File: src/pkg/mdc_pkg.sv
// Purpose: constants and types of the mixed decay chopping sequencer
// Assumes: 20 MHz mclk_i; comparator and tick inputs synchronous to it
// Notes: times are kept in ns and converted to cycles once here
// Operation
// - charge, fast decay, slow decay in turn; only slow decay ends at period end
// - chop period is sixteen oscillator ticks
// - period end in slow decay starts charge until peak trip
// - peak trip moves bridge to fast decay
// - decay trip holds slow decay until period end
// - 400 ns all-off dead time per change
// - ignore peak comparator 1.25 us after charge
// - reject peak pulses shorter than 0.35 us
// - ignore decay comparator 2.2 us after fast decay starts
// - reject decay pulses shorter than 0.35 us
// - overcurrent turns all off until standby
package mdc_pkg;

    localparam int CLK_MHZ = 20;

    // times in ns as specified
    localparam int DEAD_NS = 400;
    localparam int PEAK_BLANK_NS = 1250;
    localparam int DECAY_BLANK_NS = 2200;
    localparam int FILT_NS = 350;

    // least times round up to whole cycles
    localparam int NS_PER_US = 1000;
    localparam int DEAD_CYC_I = (DEAD_NS * CLK_MHZ + NS_PER_US - 1) / NS_PER_US;
    localparam int PEAK_BLANK_CYC_I = (PEAK_BLANK_NS * CLK_MHZ + NS_PER_US - 1) / NS_PER_US;
    localparam int DECAY_BLANK_CYC_I = (DECAY_BLANK_NS * CLK_MHZ + NS_PER_US - 1) / NS_PER_US;
    localparam int FILT_CYC_I = (FILT_NS * CLK_MHZ + NS_PER_US - 1) / NS_PER_US;

    localparam int CNT_W = 6;
    localparam logic [CNT_W-1:0] CNT_ZERO = 6'h00;
    localparam logic [CNT_W-1:0] DEAD_CYC = CNT_W'(DEAD_CYC_I);
    localparam logic [CNT_W-1:0] PEAK_BLANK_CYC = CNT_W'(PEAK_BLANK_CYC_I);
    localparam logic [CNT_W-1:0] DECAY_BLANK_CYC = CNT_W'(DECAY_BLANK_CYC_I);

    localparam int FILT_W = 4;
    localparam logic [FILT_W-1:0] FILT_CYC = FILT_W'(FILT_CYC_I);
    localparam logic [FILT_W-1:0] FILT_ZERO = 4'h0;

    // chop period: ticks 0..15
    localparam int TICK_W = 4;
    localparam logic [TICK_W-1:0] TICK_ZERO = 4'h0;
    localparam logic [TICK_W-1:0] TICK_LAST = 4'hF;

    // gate vector order {hs_a, ls_a, hs_b, ls_b}
    localparam logic [3:0] GATES_OFF = 4'h0;
    localparam logic [3:0] GATES_CHG_FWD = 4'h9;
    localparam logic [3:0] GATES_CHG_REV = 4'h6;
    localparam logic [3:0] GATES_SLOW = 4'h5;

    typedef enum logic [2:0] {
        ST_IDLE = 3'h0,
        ST_DEAD = 3'h1,
        ST_CHARGE = 3'h2,
        ST_FAST = 3'h3,
        ST_SLOW = 3'h4,
        ST_SHUT = 3'h5
    } mdc_state_e;

endpackage

File: src/mdc_pulse_filter.sv
// Purpose: reject comparator pulses shorter than the filter time
// Assumes: level_i synchronous to mclk_i
// Notes: output rises only after level_i held high FILT_CYC cycles
`timescale 1ns/1ps
`default_nettype none
module mdc_pulse_filter
    import mdc_pkg::*;
(
    // clock and reset
    input wire logic mclk_i,
    input wire logic rstn_i,
    // comparator level
    input wire logic level_i,
    output logic level_o
);

    logic [FILT_W-1:0] run_ff;
    logic [FILT_W-1:0] nxt_run;
    logic out_ff;
    logic held_long;

    assign held_long = (run_ff >= FILT_CYC);
    // saturate so a long level never wraps back to low
    assign nxt_run = !level_i ? FILT_ZERO : (held_long ? run_ff : run_ff + 4'h1);

    always_ff @(posedge mclk_i or negedge rstn_i) begin
        if (!rstn_i) begin
            run_ff <= FILT_ZERO;
            out_ff <= 1'b0;
        end else begin
            run_ff <= nxt_run;
            out_ff <= level_i && (nxt_run >= FILT_CYC);
        end
    end

    assign level_o = out_ff;

endmodule // mdc_pulse_filter
`default_nettype wire

File: src/mdc_chopper.sv
// Purpose: constant-current chop sequencer for one bridge winding
// Assumes: all inputs synchronous to mclk_i; osc_tick_i one-cycle pulses
// Notes: gate commands and status leave straight from flip-flops
`timescale 1ns/1ps
`default_nettype none
module mdc_chopper
    import mdc_pkg::*;
(
    // clock and reset
    input wire logic mclk_i,
    input wire logic rstn_i,
    // chop oscillator
    input wire logic osc_tick_i,
    // bridge comparators
    input wire logic peak_cmp_i,
    input wire logic decay_cmp_i,
    input wire logic overcurrent_i,
    // control
    input wire logic standby_i,
    input wire logic dir_i,
    // gate commands
    output logic gate_hs_a_o,
    output logic gate_ls_a_o,
    output logic gate_hs_b_o,
    output logic gate_ls_b_o,
    // status
    output logic [2:0] phase_o,
    output logic shutdown_o,
    output logic period_start_o
);

    // gate pattern for a settled phase and current direction
    function automatic logic [3:0] phase_gates(input mdc_state_e st, input logic fwd);
        logic [3:0] chg;
        chg = fwd ? GATES_CHG_FWD : GATES_CHG_REV;
        case (st)
            ST_CHARGE: phase_gates = chg;
            ST_FAST: phase_gates = ~chg;
            ST_SLOW: phase_gates = GATES_SLOW;
            default: phase_gates = GATES_OFF;
        endcase
    endfunction

    // count-down step that stops at zero
    function automatic logic [CNT_W-1:0] dec_sat(input logic [CNT_W-1:0] v);
        dec_sat = (v == CNT_ZERO) ? CNT_ZERO : v - 6'h01;
    endfunction

    mdc_state_e state_ff;
    mdc_state_e nxt_state;
    mdc_state_e tgt_ff;
    mdc_state_e nxt_tgt;
    logic [TICK_W-1:0] tick_ff;
    logic [TICK_W-1:0] nxt_tick;
    logic [CNT_W-1:0] dead_ff;
    logic [CNT_W-1:0] nxt_dead;
    logic [CNT_W-1:0] blank_ff;
    logic [CNT_W-1:0] nxt_blank;
    logic pend_ff;
    logic nxt_pend;
    logic dir_ff;
    logic nxt_dir;
    logic [3:0] gates_ff;
    logic [3:0] nxt_gates;
    logic period_ff;
    logic shut_ff;

    logic peak_filt;
    logic decay_filt;
    logic period_end;
    logic blank_done;
    logic dead_done;
    logic peak_hit;
    logic decay_hit;
    logic slow_over;
    logic go_dead;
    logic entering;

    // short pulses on either comparator are rejected here
    mdc_pulse_filter u_peak_filt (
        .mclk_i(mclk_i),
        .rstn_i(rstn_i),
        .level_i(peak_cmp_i),
        .level_o(peak_filt)
    );

    mdc_pulse_filter u_decay_filt (
        .mclk_i(mclk_i),
        .rstn_i(rstn_i),
        .level_i(decay_cmp_i),
        .level_o(decay_filt)
    );

    // period counter runs only while the bridge is live
    assign period_end = osc_tick_i && (tick_ff == TICK_LAST);
    assign nxt_tick = (standby_i || state_ff == ST_SHUT) ? TICK_ZERO :
                      (osc_tick_i ? tick_ff + 4'h1 : tick_ff);

    assign blank_done = (blank_ff == CNT_ZERO);
    assign dead_done = (dead_ff == CNT_ZERO);
    assign peak_hit = (state_ff == ST_CHARGE) && blank_done && peak_filt;
    assign decay_hit = (state_ff == ST_FAST) && blank_done && decay_filt;
    assign slow_over = (state_ff == ST_SLOW) && (period_end || pend_ff);

    // period boundary seen while settling into slow decay must not be lost
    // standby or shutdown drops it, so no old boundary can cut a later slow phase
    assign nxt_pend = (period_end || pend_ff) && !standby_i && !overcurrent_i &&
                      (state_ff == ST_DEAD) && (tgt_ff == ST_SLOW);

    // phase sequencing
    always_comb begin
        nxt_state = state_ff;
        nxt_tgt = tgt_ff;
        go_dead = 1'b0;
        if (standby_i) begin
            nxt_state = ST_IDLE;
            nxt_tgt = ST_IDLE;
        end else if (overcurrent_i || state_ff == ST_SHUT) begin
            nxt_state = ST_SHUT;
            nxt_tgt = ST_SHUT;
        end else begin
            case (state_ff)
                ST_IDLE: begin
                    if (period_end) begin
                        go_dead = 1'b1;
                        nxt_tgt = ST_CHARGE;
                    end
                end
                ST_DEAD: begin
                    if (dead_done) begin
                        nxt_state = tgt_ff;
                    end
                end
                ST_CHARGE: begin
                    // no trip: charge simply carries over the boundary
                    if (peak_hit) begin
                        go_dead = 1'b1;
                        nxt_tgt = ST_FAST;
                    end
                end
                ST_FAST: begin
                    // no trip: fast decay carries over the boundary
                    if (decay_hit) begin
                        go_dead = 1'b1;
                        nxt_tgt = ST_SLOW;
                    end
                end
                ST_SLOW: begin
                    if (slow_over) begin
                        go_dead = 1'b1;
                        nxt_tgt = ST_CHARGE;
                    end
                end
                default: begin
                    nxt_state = ST_IDLE;
                    nxt_tgt = ST_IDLE;
                end
            endcase
            if (go_dead) begin
                nxt_state = ST_DEAD;
            end
        end
    end

    // every switching change passes through an all-off interval
    assign nxt_dead = go_dead ? DEAD_CYC - 6'h01 : dec_sat(dead_ff);

    // blanking windows start as the new phase begins conducting
    assign entering = (state_ff == ST_DEAD) && dead_done;
    assign nxt_blank = (entering && tgt_ff == ST_CHARGE) ? PEAK_BLANK_CYC - 6'h01 :
                       (entering && tgt_ff == ST_FAST) ? DECAY_BLANK_CYC - 6'h01 :
                       dec_sat(blank_ff);

    // direction is only changed at a charge start, never mid-phase
    assign nxt_dir = (entering && tgt_ff == ST_CHARGE) ? dir_i : dir_ff;

    assign nxt_gates = phase_gates(nxt_state, nxt_dir);

    always_ff @(posedge mclk_i or negedge rstn_i) begin
        if (!rstn_i) begin
            state_ff <= ST_IDLE;
            tgt_ff <= ST_IDLE;
            tick_ff <= TICK_ZERO;
            dead_ff <= CNT_ZERO;
            blank_ff <= CNT_ZERO;
            pend_ff <= 1'b0;
            dir_ff <= 1'b0;
        end else begin
            state_ff <= nxt_state;
            tgt_ff <= nxt_tgt;
            tick_ff <= nxt_tick;
            dead_ff <= nxt_dead;
            blank_ff <= nxt_blank;
            pend_ff <= nxt_pend;
            dir_ff <= nxt_dir;
        end
    end

    always_ff @(posedge mclk_i or negedge rstn_i) begin
        if (!rstn_i) begin
            gates_ff <= GATES_OFF;
            period_ff <= 1'b0;
            shut_ff <= 1'b0;
        end else begin
            gates_ff <= nxt_gates;
            period_ff <= period_end && !standby_i;
            shut_ff <= (nxt_state == ST_SHUT);
        end
    end

    assign gate_hs_a_o = gates_ff[3];
    assign gate_ls_a_o = gates_ff[2];
    assign gate_hs_b_o = gates_ff[1];
    assign gate_ls_b_o = gates_ff[0];
    assign phase_o = state_ff;
    assign shutdown_o = shut_ff;
    assign period_start_o = period_ff;

endmodule // mdc_chopper
`default_nettype wire

File: config.mk
export PLATFORM = sky130hd
export DESIGN_NAME = mdc_chopper
export DESIGN_NICKNAME = d
export VERILOG_FILES = /design/src/pkg/mdc_pkg.sv /design/src/mdc_pulse_filter.sv /design/src/mdc_chopper.sv
export SDC_FILE = /design/constraint.sdc
export NUM_CORES = 1
export LEC_CHECK = 0
export BUFFER_PORTS_ARGS = -buffer_cell sky130_fd_sc_hd__buf_2
export CAP_MARGIN = 10
export CORE_MARGIN = 10
export CORE_UTILIZATION = 55
export DETAILED_ROUTE_END_ITERATION = 8
export PLACE_DENSITY = 0.74
export SLEW_MARGIN = 20
export SYNTH_ARGS = -nofsm -noshare
export SYNTH_HDL_FRONTEND = slang
export SYNTH_SLANG_ARGS = --single-unit
File: constraint.sdc
create_clock -name mclk_i -period 2.81 [get_ports mclk_i]
set_input_delay 0.1405 -clock mclk_i [delete_from_list [all_inputs] [get_ports mclk_i]]
set_output_delay 0.1405 -clock mclk_i [all_outputs]
set_load 0.01 [all_outputs]
==> results of run 1 <==
[per-layer routing]
| layer | vias up | track usage [%] |
|---|---|---|
| met4 | 0 | 2.77 |
| met5 | - | 0 |
| met2 | 28 | 21.6 |
| met1 | 747 | 18.9 |
| met3 | 3 | 4.04 |
| li1 | 776 | - |
[registers in the layout, summed over array words and instances, names as in the netlist]
signal                count
shutdown_o                1
u_decay_filt.run_ff       4
period_start_o            1
tick_ff                   4
pend_ff                   1
dead_ff                   6
gates_ff                  4
dir_ff                    1
u_decay_filt.level_o      1
phase_o                   3
blank_ff                  6
u_peak_filt.level_o       1
tgt_ff                    3
u_peak_filt.run_ff        4
[cell usage in the layout, fill, tap and decap left out, types with 3 or more instances in the layout]
cell type / count
a211oi_1: 3
a21oi_1: 6
a31oi_1: 3
a41oi_1: 3
buf_2: 16
clkbuf_8: 5
dfrtp_1: 40
ha_1: 7
inv_1: 8
mux2i_1: 5
nand2_1: 17
nand3_1: 7
nand4_1: 5
nor2_1: 17
nor2b_1: 11
nor3_1: 7
o21a_1: 4
o21ai_0: 10
xnor2_1: 8
xor2_1: 6
[logic make-up (layout without fill, tap and decap cells)]
kind of cell	count (synthesis)	count (layout)	synth area share, %
AOI/OAI and AO/OA	45	45	15.1
xor gates and xnor gates	14	14	5.91
adders and majority gates	7	7	4.22
buffers and inverters	16	34	2.95
DFF	40	40	48.2
muxes	5	5	2.41
and+or+nand+nor	81	81	21.2
[area by class of cell]
type	count	area (sq um)
flip-flops and latches	40	1000
fillers	309	1380
well taps	48	60.1
repair buffers	18	97.6
multi-input cells	152	1010
clock buffers	6	72.6
clock inverters	1	5.00
inverters	9	33.8
[per-stage QoR]
stage                     util [%]  cell area (sq um)  hold WS [ns]
after floorplan                  -               2080        -0.155
after CTS                     62.4               2280         0.117
after global placement        60.0               2200         0.279
after global routing          62.4               2280         0.125
after detailed placement      60.0               2200         0.304
final                         62.4               2280         0.127
[report_power, final]
| part | switching (mW) | internal (mW) | total [mW] | leakage (nW) |
|---|---|---|---|---|
| clock network | 0.179 | 0.169 | 0.348 | 0.0410 |
| logic | 0.253 | 0.194 | 0.446 | 0.479 |
| registers | 0.104 | 0.689 | 0.793 | 0.518 |
[path summary, 6_finish.rpt]
| path | from | to | slack [ns] | cells after the start |
|---|---|---|---|---|
| setup / recovery | phase_o[2] | dead_ff[1] | 0.64 | 4 |
| hold / removal | peak_cmp_i | u_peak_filt.run_ff[2] | 0.13 | 2 |
| setup reg to reg | phase_o[2] | dead_ff[1] | 0.64 | 4 |
| hold reg to reg | blank_ff[0] | blank_ff[0] | 0.49 | 1 |
| max in group asynchronous | rstn_i | tick_ff[0] | 1.77 | 2 |
| min in group asynchronous | rstn_i | blank_ff[4] | 0.51 | 2 |
==> results_tabular.tex, run 1 <==
\begin{tabular}{lr}
\hline
Metric & Value \\
\hline
\multicolumn{2}{l}{\textbf{Logic synthesis}} \\
Avg Synthesized Cell Area & 9.98 sq um \\
Total of flip-flops plus latches after synthesis & 40 \\
Post-synthesis net count & 223 \\
Top post-synthesis cells by area & dfrtp\_1, ha\_1, xnor2\_1 \\
Yosys warning count & 0 \\
Top cell type by total area after synthesis & dfrtp\_1 \\
Yosys top cell area share & 48.2\% \\
Number of enable flip-flop cells after synthesis & 0 \\
Sequential-to-total area share from yosys stat & 48.2\% \\
List of most frequent post-synthesis cells & dfrtp\_1, nand2\_1, nor2\_1 \\
Number of different library cells in the post-synthesis netlist & 50 \\
Cells after Synth & 208 \\
Library cell with the highest instance count after synthesis & dfrtp\_1 \\
Area of the mapped netlist & 0.00208 sq mm \\
Async S/R FF share, synth & 100\% \\
Leading register cell type out of synthesis & dfrtp\_1 \\
\multicolumn{2}{l}{\textbf{Detailed routing}} \\
Total number of vias & 1,554 \\
Residual DRC & 0 \\
Top routing layer in use & met4 \\
Initial detailed-routing violation count & 160 \\
Total Routed Length & 4200 um \\
Vias per std cell & 5.67 \\
Post-DR wirelength/cell & 15.3 um \\
Number of detailed-route iterations in the first pass & 4 \\
Met1 Wirelength & 2030 um \\
Met3 layer wire length in the routed design & 172 um \\
Final ANT Viol Nets & 0 \\
Amount of wire on met2 after detailed routing & 1970 um \\
\multicolumn{2}{l}{\textbf{Worst setup path}} \\
Cell class contributing the biggest share of worst-path delay & compound AO/OA/AOI/OAI gates \\
Setup crit end kind & flop \\
Standard cell with the maximum stage delay on the critical path & o32ai\_1 \\
Largest fanout of any net on the critical path & 20 \\
CP Buf/Inv Count & 0 \\
Required @ worst endpoint & 3.01 ns \\
Critical path arrival & 2.36 ns \\
Cells traversed along the worst timing path & a21boi\_0, o32ai\_1, nand2\_1, o21ai\_0 \\
CP max stage delay & 0.75 ns \\
Kind of start point of the critical path & flop \\
Critical path type & flop to flop \\
\multicolumn{2}{l}{\textbf{Timing}} \\
Post-route fraction of the period consumed by the critical path & 77.1\% \\
Worst-Margin Slew & 0.863 ns \\
Final WS setup & 0.642 ns \\
Final critical-path required period & 2.17 ns \\
Pins Over Slew Limit & 0 \\
Fin Clk Skew & 0.00363 ns \\
Final Hold Fails & 0 \\
Total negative setup slack & 0 ns \\
RSZ-0062 raised after global routing & no \\
Highest clock rate & 0.461 GHz \\
Final setup violating endpoints & 0 \\
Relative max-transition margin & 42.5\% \\
\multicolumn{2}{l}{\textbf{Clock tree}} \\
Clock sink count & 40 \\
Hold\_buf cts & 1 \\
Number of buffers added by the clock tree synthesis step & 5 \\
Count of instances resized after the clock tree is built & 0 \\
Root Driver & clkbuf\_8 \\
H-tree level count & 2 \\
Number of buffers on the longest clock path & 2 \\
Clock-pin slew reported for the worst setup and hold paths after clock tree synthesis & 0.07 ns \\
Insertion delay of the later-clocked pin in the worst-skew pair & 0.28 ns \\
Setup fix buffers added after clock tree synthesis & 0 \\
CTS tree & built \\
\multicolumn{2}{l}{\textbf{Global route}} \\
GRT Overall Usage & 13.9\% \\
Initial antenna violation count & 0 \\
First-pass GRT wire length & 7410 um \\
Maximum number of pins on one net before global-route repair & 41 \\
GRT overflow & 0 \\
Via count of the first global-routing pass & 1,617 \\
\multicolumn{2}{l}{\textbf{Die}} \\
Effective utilization at floorplan & 56.7\% \\
Die span in y & 81.4 um \\
Count of standard-cell rows & 22 \\
Die outline area & 0.00663 sq mm \\
Area of the placeable core & 0.00366 sq mm \\
Die boundary width & 81.4 um \\
Number of placed I/O pins & 17 \\
\multicolumn{2}{l}{\textbf{Placement}} \\
Port Buffer Count & 16 \\
DP Worst Slack & 0.673 ns \\
Post-detail-place hpwl & 3120 um \\
Number of cells in the design after placement & 266 \\
Final weighted congestion in routability-driven placement & 0.887 \\
\multicolumn{2}{l}{\textbf{Run status}} \\
Result of the run & finished, final reports clean \\
\multicolumn{2}{l}{\textbf{Cells and area}} \\
Final layout net count & 241 \\
Ant. Diodes & 0 \\
Layout Cells excl Fill & 274 \\
Fraction of final layout cells with drive strength greater than 1 & 14.2\% \\
Area growth from synthesis to layout & 10.0\% \\
\multicolumn{2}{l}{\textbf{Power and ir drop}} \\
Max IR drop VDD & 0.482 mV \\
Power density normalized to cell area & 695 mW/mm\^{}2 \\
Static Leak & 1.04 nW \\
Overall Power & 1.59 mW \\
\multicolumn{2}{l}{\textbf{Flow run}} \\
Max-Cap Viols & 0 \\
\multicolumn{2}{l}{\textbf{Min path}} \\
Type of the most critical hold path & primary input to flop \\
\hline
\end{tabular}
Note: power is estimated with default switching activity, not from simulation.
==> run 2, diff against run 1 <==
==> constraint.sdc (replaced) <==
create_clock -name mclk_i -period 2 [get_ports mclk_i]
set_input_delay 0.1 -clock mclk_i [delete_from_list [all_inputs] [get_ports mclk_i]]
set_output_delay 0.1 -clock mclk_i [all_outputs]
set_load 0.01 [all_outputs]
==> results_tabular.tex, run 2 (same netlist as run 1, synthesis figures left out) <==
\begin{tabular}{lr}
\hline
Metric & Value \\
\hline
\multicolumn{2}{l}{\textbf{Detailed routing}} \\
Met3 layer wire length in the routed design & 257 um \\
Vias per std cell & 5.74 \\
Top routing layer in use & met4 \\
Number of detailed-route iterations in the first pass & 4 \\
Residual DRC & 0 \\
Total number of vias & 1,710 \\
Initial detailed-routing violation count & 106 \\
Post-DR wirelength/cell & 15.8 um \\
Total Routed Length & 4710 um \\
Met1 Wirelength & 2030 um \\
Amount of wire on met2 after detailed routing & 2380 um \\
Final ANT Viol Nets & 0 \\
\multicolumn{2}{l}{\textbf{Power and ir drop}} \\
Static Leak & 1.18 nW \\
Power density normalized to cell area & 1030 mW/mm\^{}2 \\
Cell internal power dissipation & 1.81 mW \\
Switching power total & 0.835 mW \\
Clock network power share & 26.8\% \\
Overall Power & 2.65 mW \\
Portion of total power attributed to combinational logic & 31.0\% \\
Max IR drop VDD & 0.717 mV \\
Sequential Power Share & 42.2\% \\
Switching portion of total power & 31.6\% \\
\multicolumn{2}{l}{\textbf{Timing}} \\
RSZ-0062 raised after global routing & yes \\
Relative max-transition margin & 41.4\% \\
Worst-Margin Slew & 0.879 ns \\
Final setup violating endpoints & 2 \\
Fin Clk Skew & 0.00658 ns \\
Pins Over Slew Limit & 0 \\
Highest clock rate & 0.495 GHz \\
Final WS setup & -0.0194 ns \\
Final critical-path required period & 2.02 ns \\
Post-route fraction of the period consumed by the critical path & 101\% \\
Final Hold Fails & 0 \\
\multicolumn{2}{l}{\textbf{Cells and area}} \\
Most common cell after layout, fill and taps aside & dfrtp\_1 \\
Fraction of final layout cells with drive strength greater than 1 & 27.2\% \\
Ant. Diodes & 0 \\
Layout Cells excl Fill & 298 \\
Largest registers ranked by flip-flop count & blank\_ff: 6 flops, dead\_ff: 6 flops \\
Final layout net count & 264 \\
Area growth from synthesis to layout & 23.6\% \\
Highest-count cells in the layout ignoring fill and taps & dfrtp\_1, buf\_4, nor2\_1 \\
\multicolumn{2}{l}{\textbf{Clock tree}} \\
Root Driver & clkbuf\_8 \\
Clock sink count & 40 \\
Number of buffers on the longest clock path & 2 \\
Number of buffers added by the clock tree synthesis step & 5 \\
Insertion delay of the later-clocked pin in the worst-skew pair & 0.29 ns \\
H-tree level count & 2 \\
CTS tree & built \\
Clock-pin slew reported for the worst setup and hold paths after clock tree synthesis & 0.08 ns \\
\multicolumn{2}{l}{\textbf{Global route}} \\
Maximum number of pins on one net before global-route repair & 41 \\
Via count of the first global-routing pass & 1,705 \\
GRT Overall Usage & 14.9\% \\
GRT overflow & 0 \\
Initial antenna violation count & 0 \\
First-pass GRT wire length & 7900 um \\
\multicolumn{2}{l}{\textbf{Placement}} \\
Final weighted congestion in routability-driven placement & 0.872 \\
Port Buffer Count & 16 \\
Number of cells in the design after placement & 282 \\
Post-detail-place hpwl & 3430 um \\
DP Worst Slack & -0.0872 ns \\
\multicolumn{2}{l}{\textbf{Die}} \\
Die boundary width & 81.4 um \\
Number of placed I/O pins & 17 \\
Die outline area & 0.00663 sq mm \\
Count of standard-cell rows & 22 \\
Die span in y & 81.4 um \\
Area of the placeable core & 0.00366 sq mm \\
Effective utilization at floorplan & 56.7\% \\
\multicolumn{2}{l}{\textbf{Worst setup path}} \\
Critical path arrival & 2.24 ns \\
Required @ worst endpoint & 2.22 ns \\
Setup crit end kind & flop \\
Largest fanout of any net on the critical path & 4 \\
Kind of start point of the critical path & flop \\
Critical path type & flop to flop \\
\multicolumn{2}{l}{\textbf{Run status}} \\
Violations in the final reports & setup timing \\
Result of the run & complete, but fails checks \\
\multicolumn{2}{l}{\textbf{Min path}} \\
Type of the most critical hold path & primary input to flop \\
\multicolumn{2}{l}{\textbf{Flow run}} \\
Max-Cap Viols & 0 \\
\hline
\end{tabular}
## run 2: cell count changes in the layout (fill, tap and decap cells not counted), moves of 2 or more
cell,before,now
a31oi_1,3,1
buf_4,1,24
clkbuf_8,5,7
inv_1,8,6
inv_2,1,3
## run 2: metrics by stage
step	setup TNS (ns)	hold slack [ns]	instance area, sq um	utilization (%)
6_report	-0.0276	0.0775	2570	70.1
5_1_grt	-0.225	0.0799	2570	70.1
4_1_cts	0	0.0728	2510	68.6
3_5_place_dp	-0.134	0.265	2320	63.3
3_3_place_gp	0	0.229	2320	63.3
2_1_floorplan	0	-0.196	2080	-
## run 2: worst max-delay path, stage by stage (launching register included)
cell	delay, ns
dfrtp_1	0.40
inv_2	0.09
ha_4	0.12
nor3b_4	0.23
nand2_2	0.08
o311a_1	0.31
or4_4	0.52
a31oi_4	0.19
## run 2: per-layer routing
metal / vias up / GRT usage [%]
met5: - / 0
met4: 0 / 4.67
met3: 5 / 4.37
met2: 30 / 24.6
met1: 850 / 18.5
li1: 825 / -
## run 2: final cells by class
type                            count  area, sq um
Clock buffer                        7         96.3
Clock inverter                      1         30.0
Fill cell                         280         1090
Inverter                            9         33.8
Multi-Input combinational cell    152         1070
Sequential cell                    40         1000
Tap cell                           48         60.1
Timing Repair Buffer               41          270
## run 2: power by group through the flow
| stage | logic, mW | registers (mW) | clock network [mW] |
|---|---|---|---|
| after floorplan | 0.494 | 1.10 | 0 |
| after global placement | 0.652 | 1.12 | 0 |
| after detailed placement | 0.696 | 1.13 | 0 |
| after CTS | 0.779 | 1.11 | 0.724 |
| after global routing | 0.940 | 1.13 | 0.761 |
| final | 0.821 | 1.12 | 0.709 |
## run 2: final timing paths
| check | depth (start not counted) | from | slack, ns | endpoint |
|---|---|---|---|---|
| min reg2reg | 1 | blank_ff[0] | 0.51 | blank_ff[0] |
| min | 2 | peak_cmp_i | 0.08 | u_peak_filt.run_ff[3] |
| max in group asynchronous | 2 | rstn_i | 0.99 | tgt_ff[1] |
| min in group asynchronous | 2 | rstn_i | 0.47 | dir_ff |
| max reg2reg | 7 | dead_ff[0] | -0.02 | gates_ff[0] |
| max | 7 | dead_ff[0] | -0.02 | gates_ff[0] |
## run 2: repair_timing
action                                 4_1_cts  5_1_grt
setup endpoints to repair                    2       12
pin swaps                                    4        2
endpoints found under the hold margin       40        0
hold buffers                                 1        0
buffers inserted                             4        3
gates resized for setup                      6        9
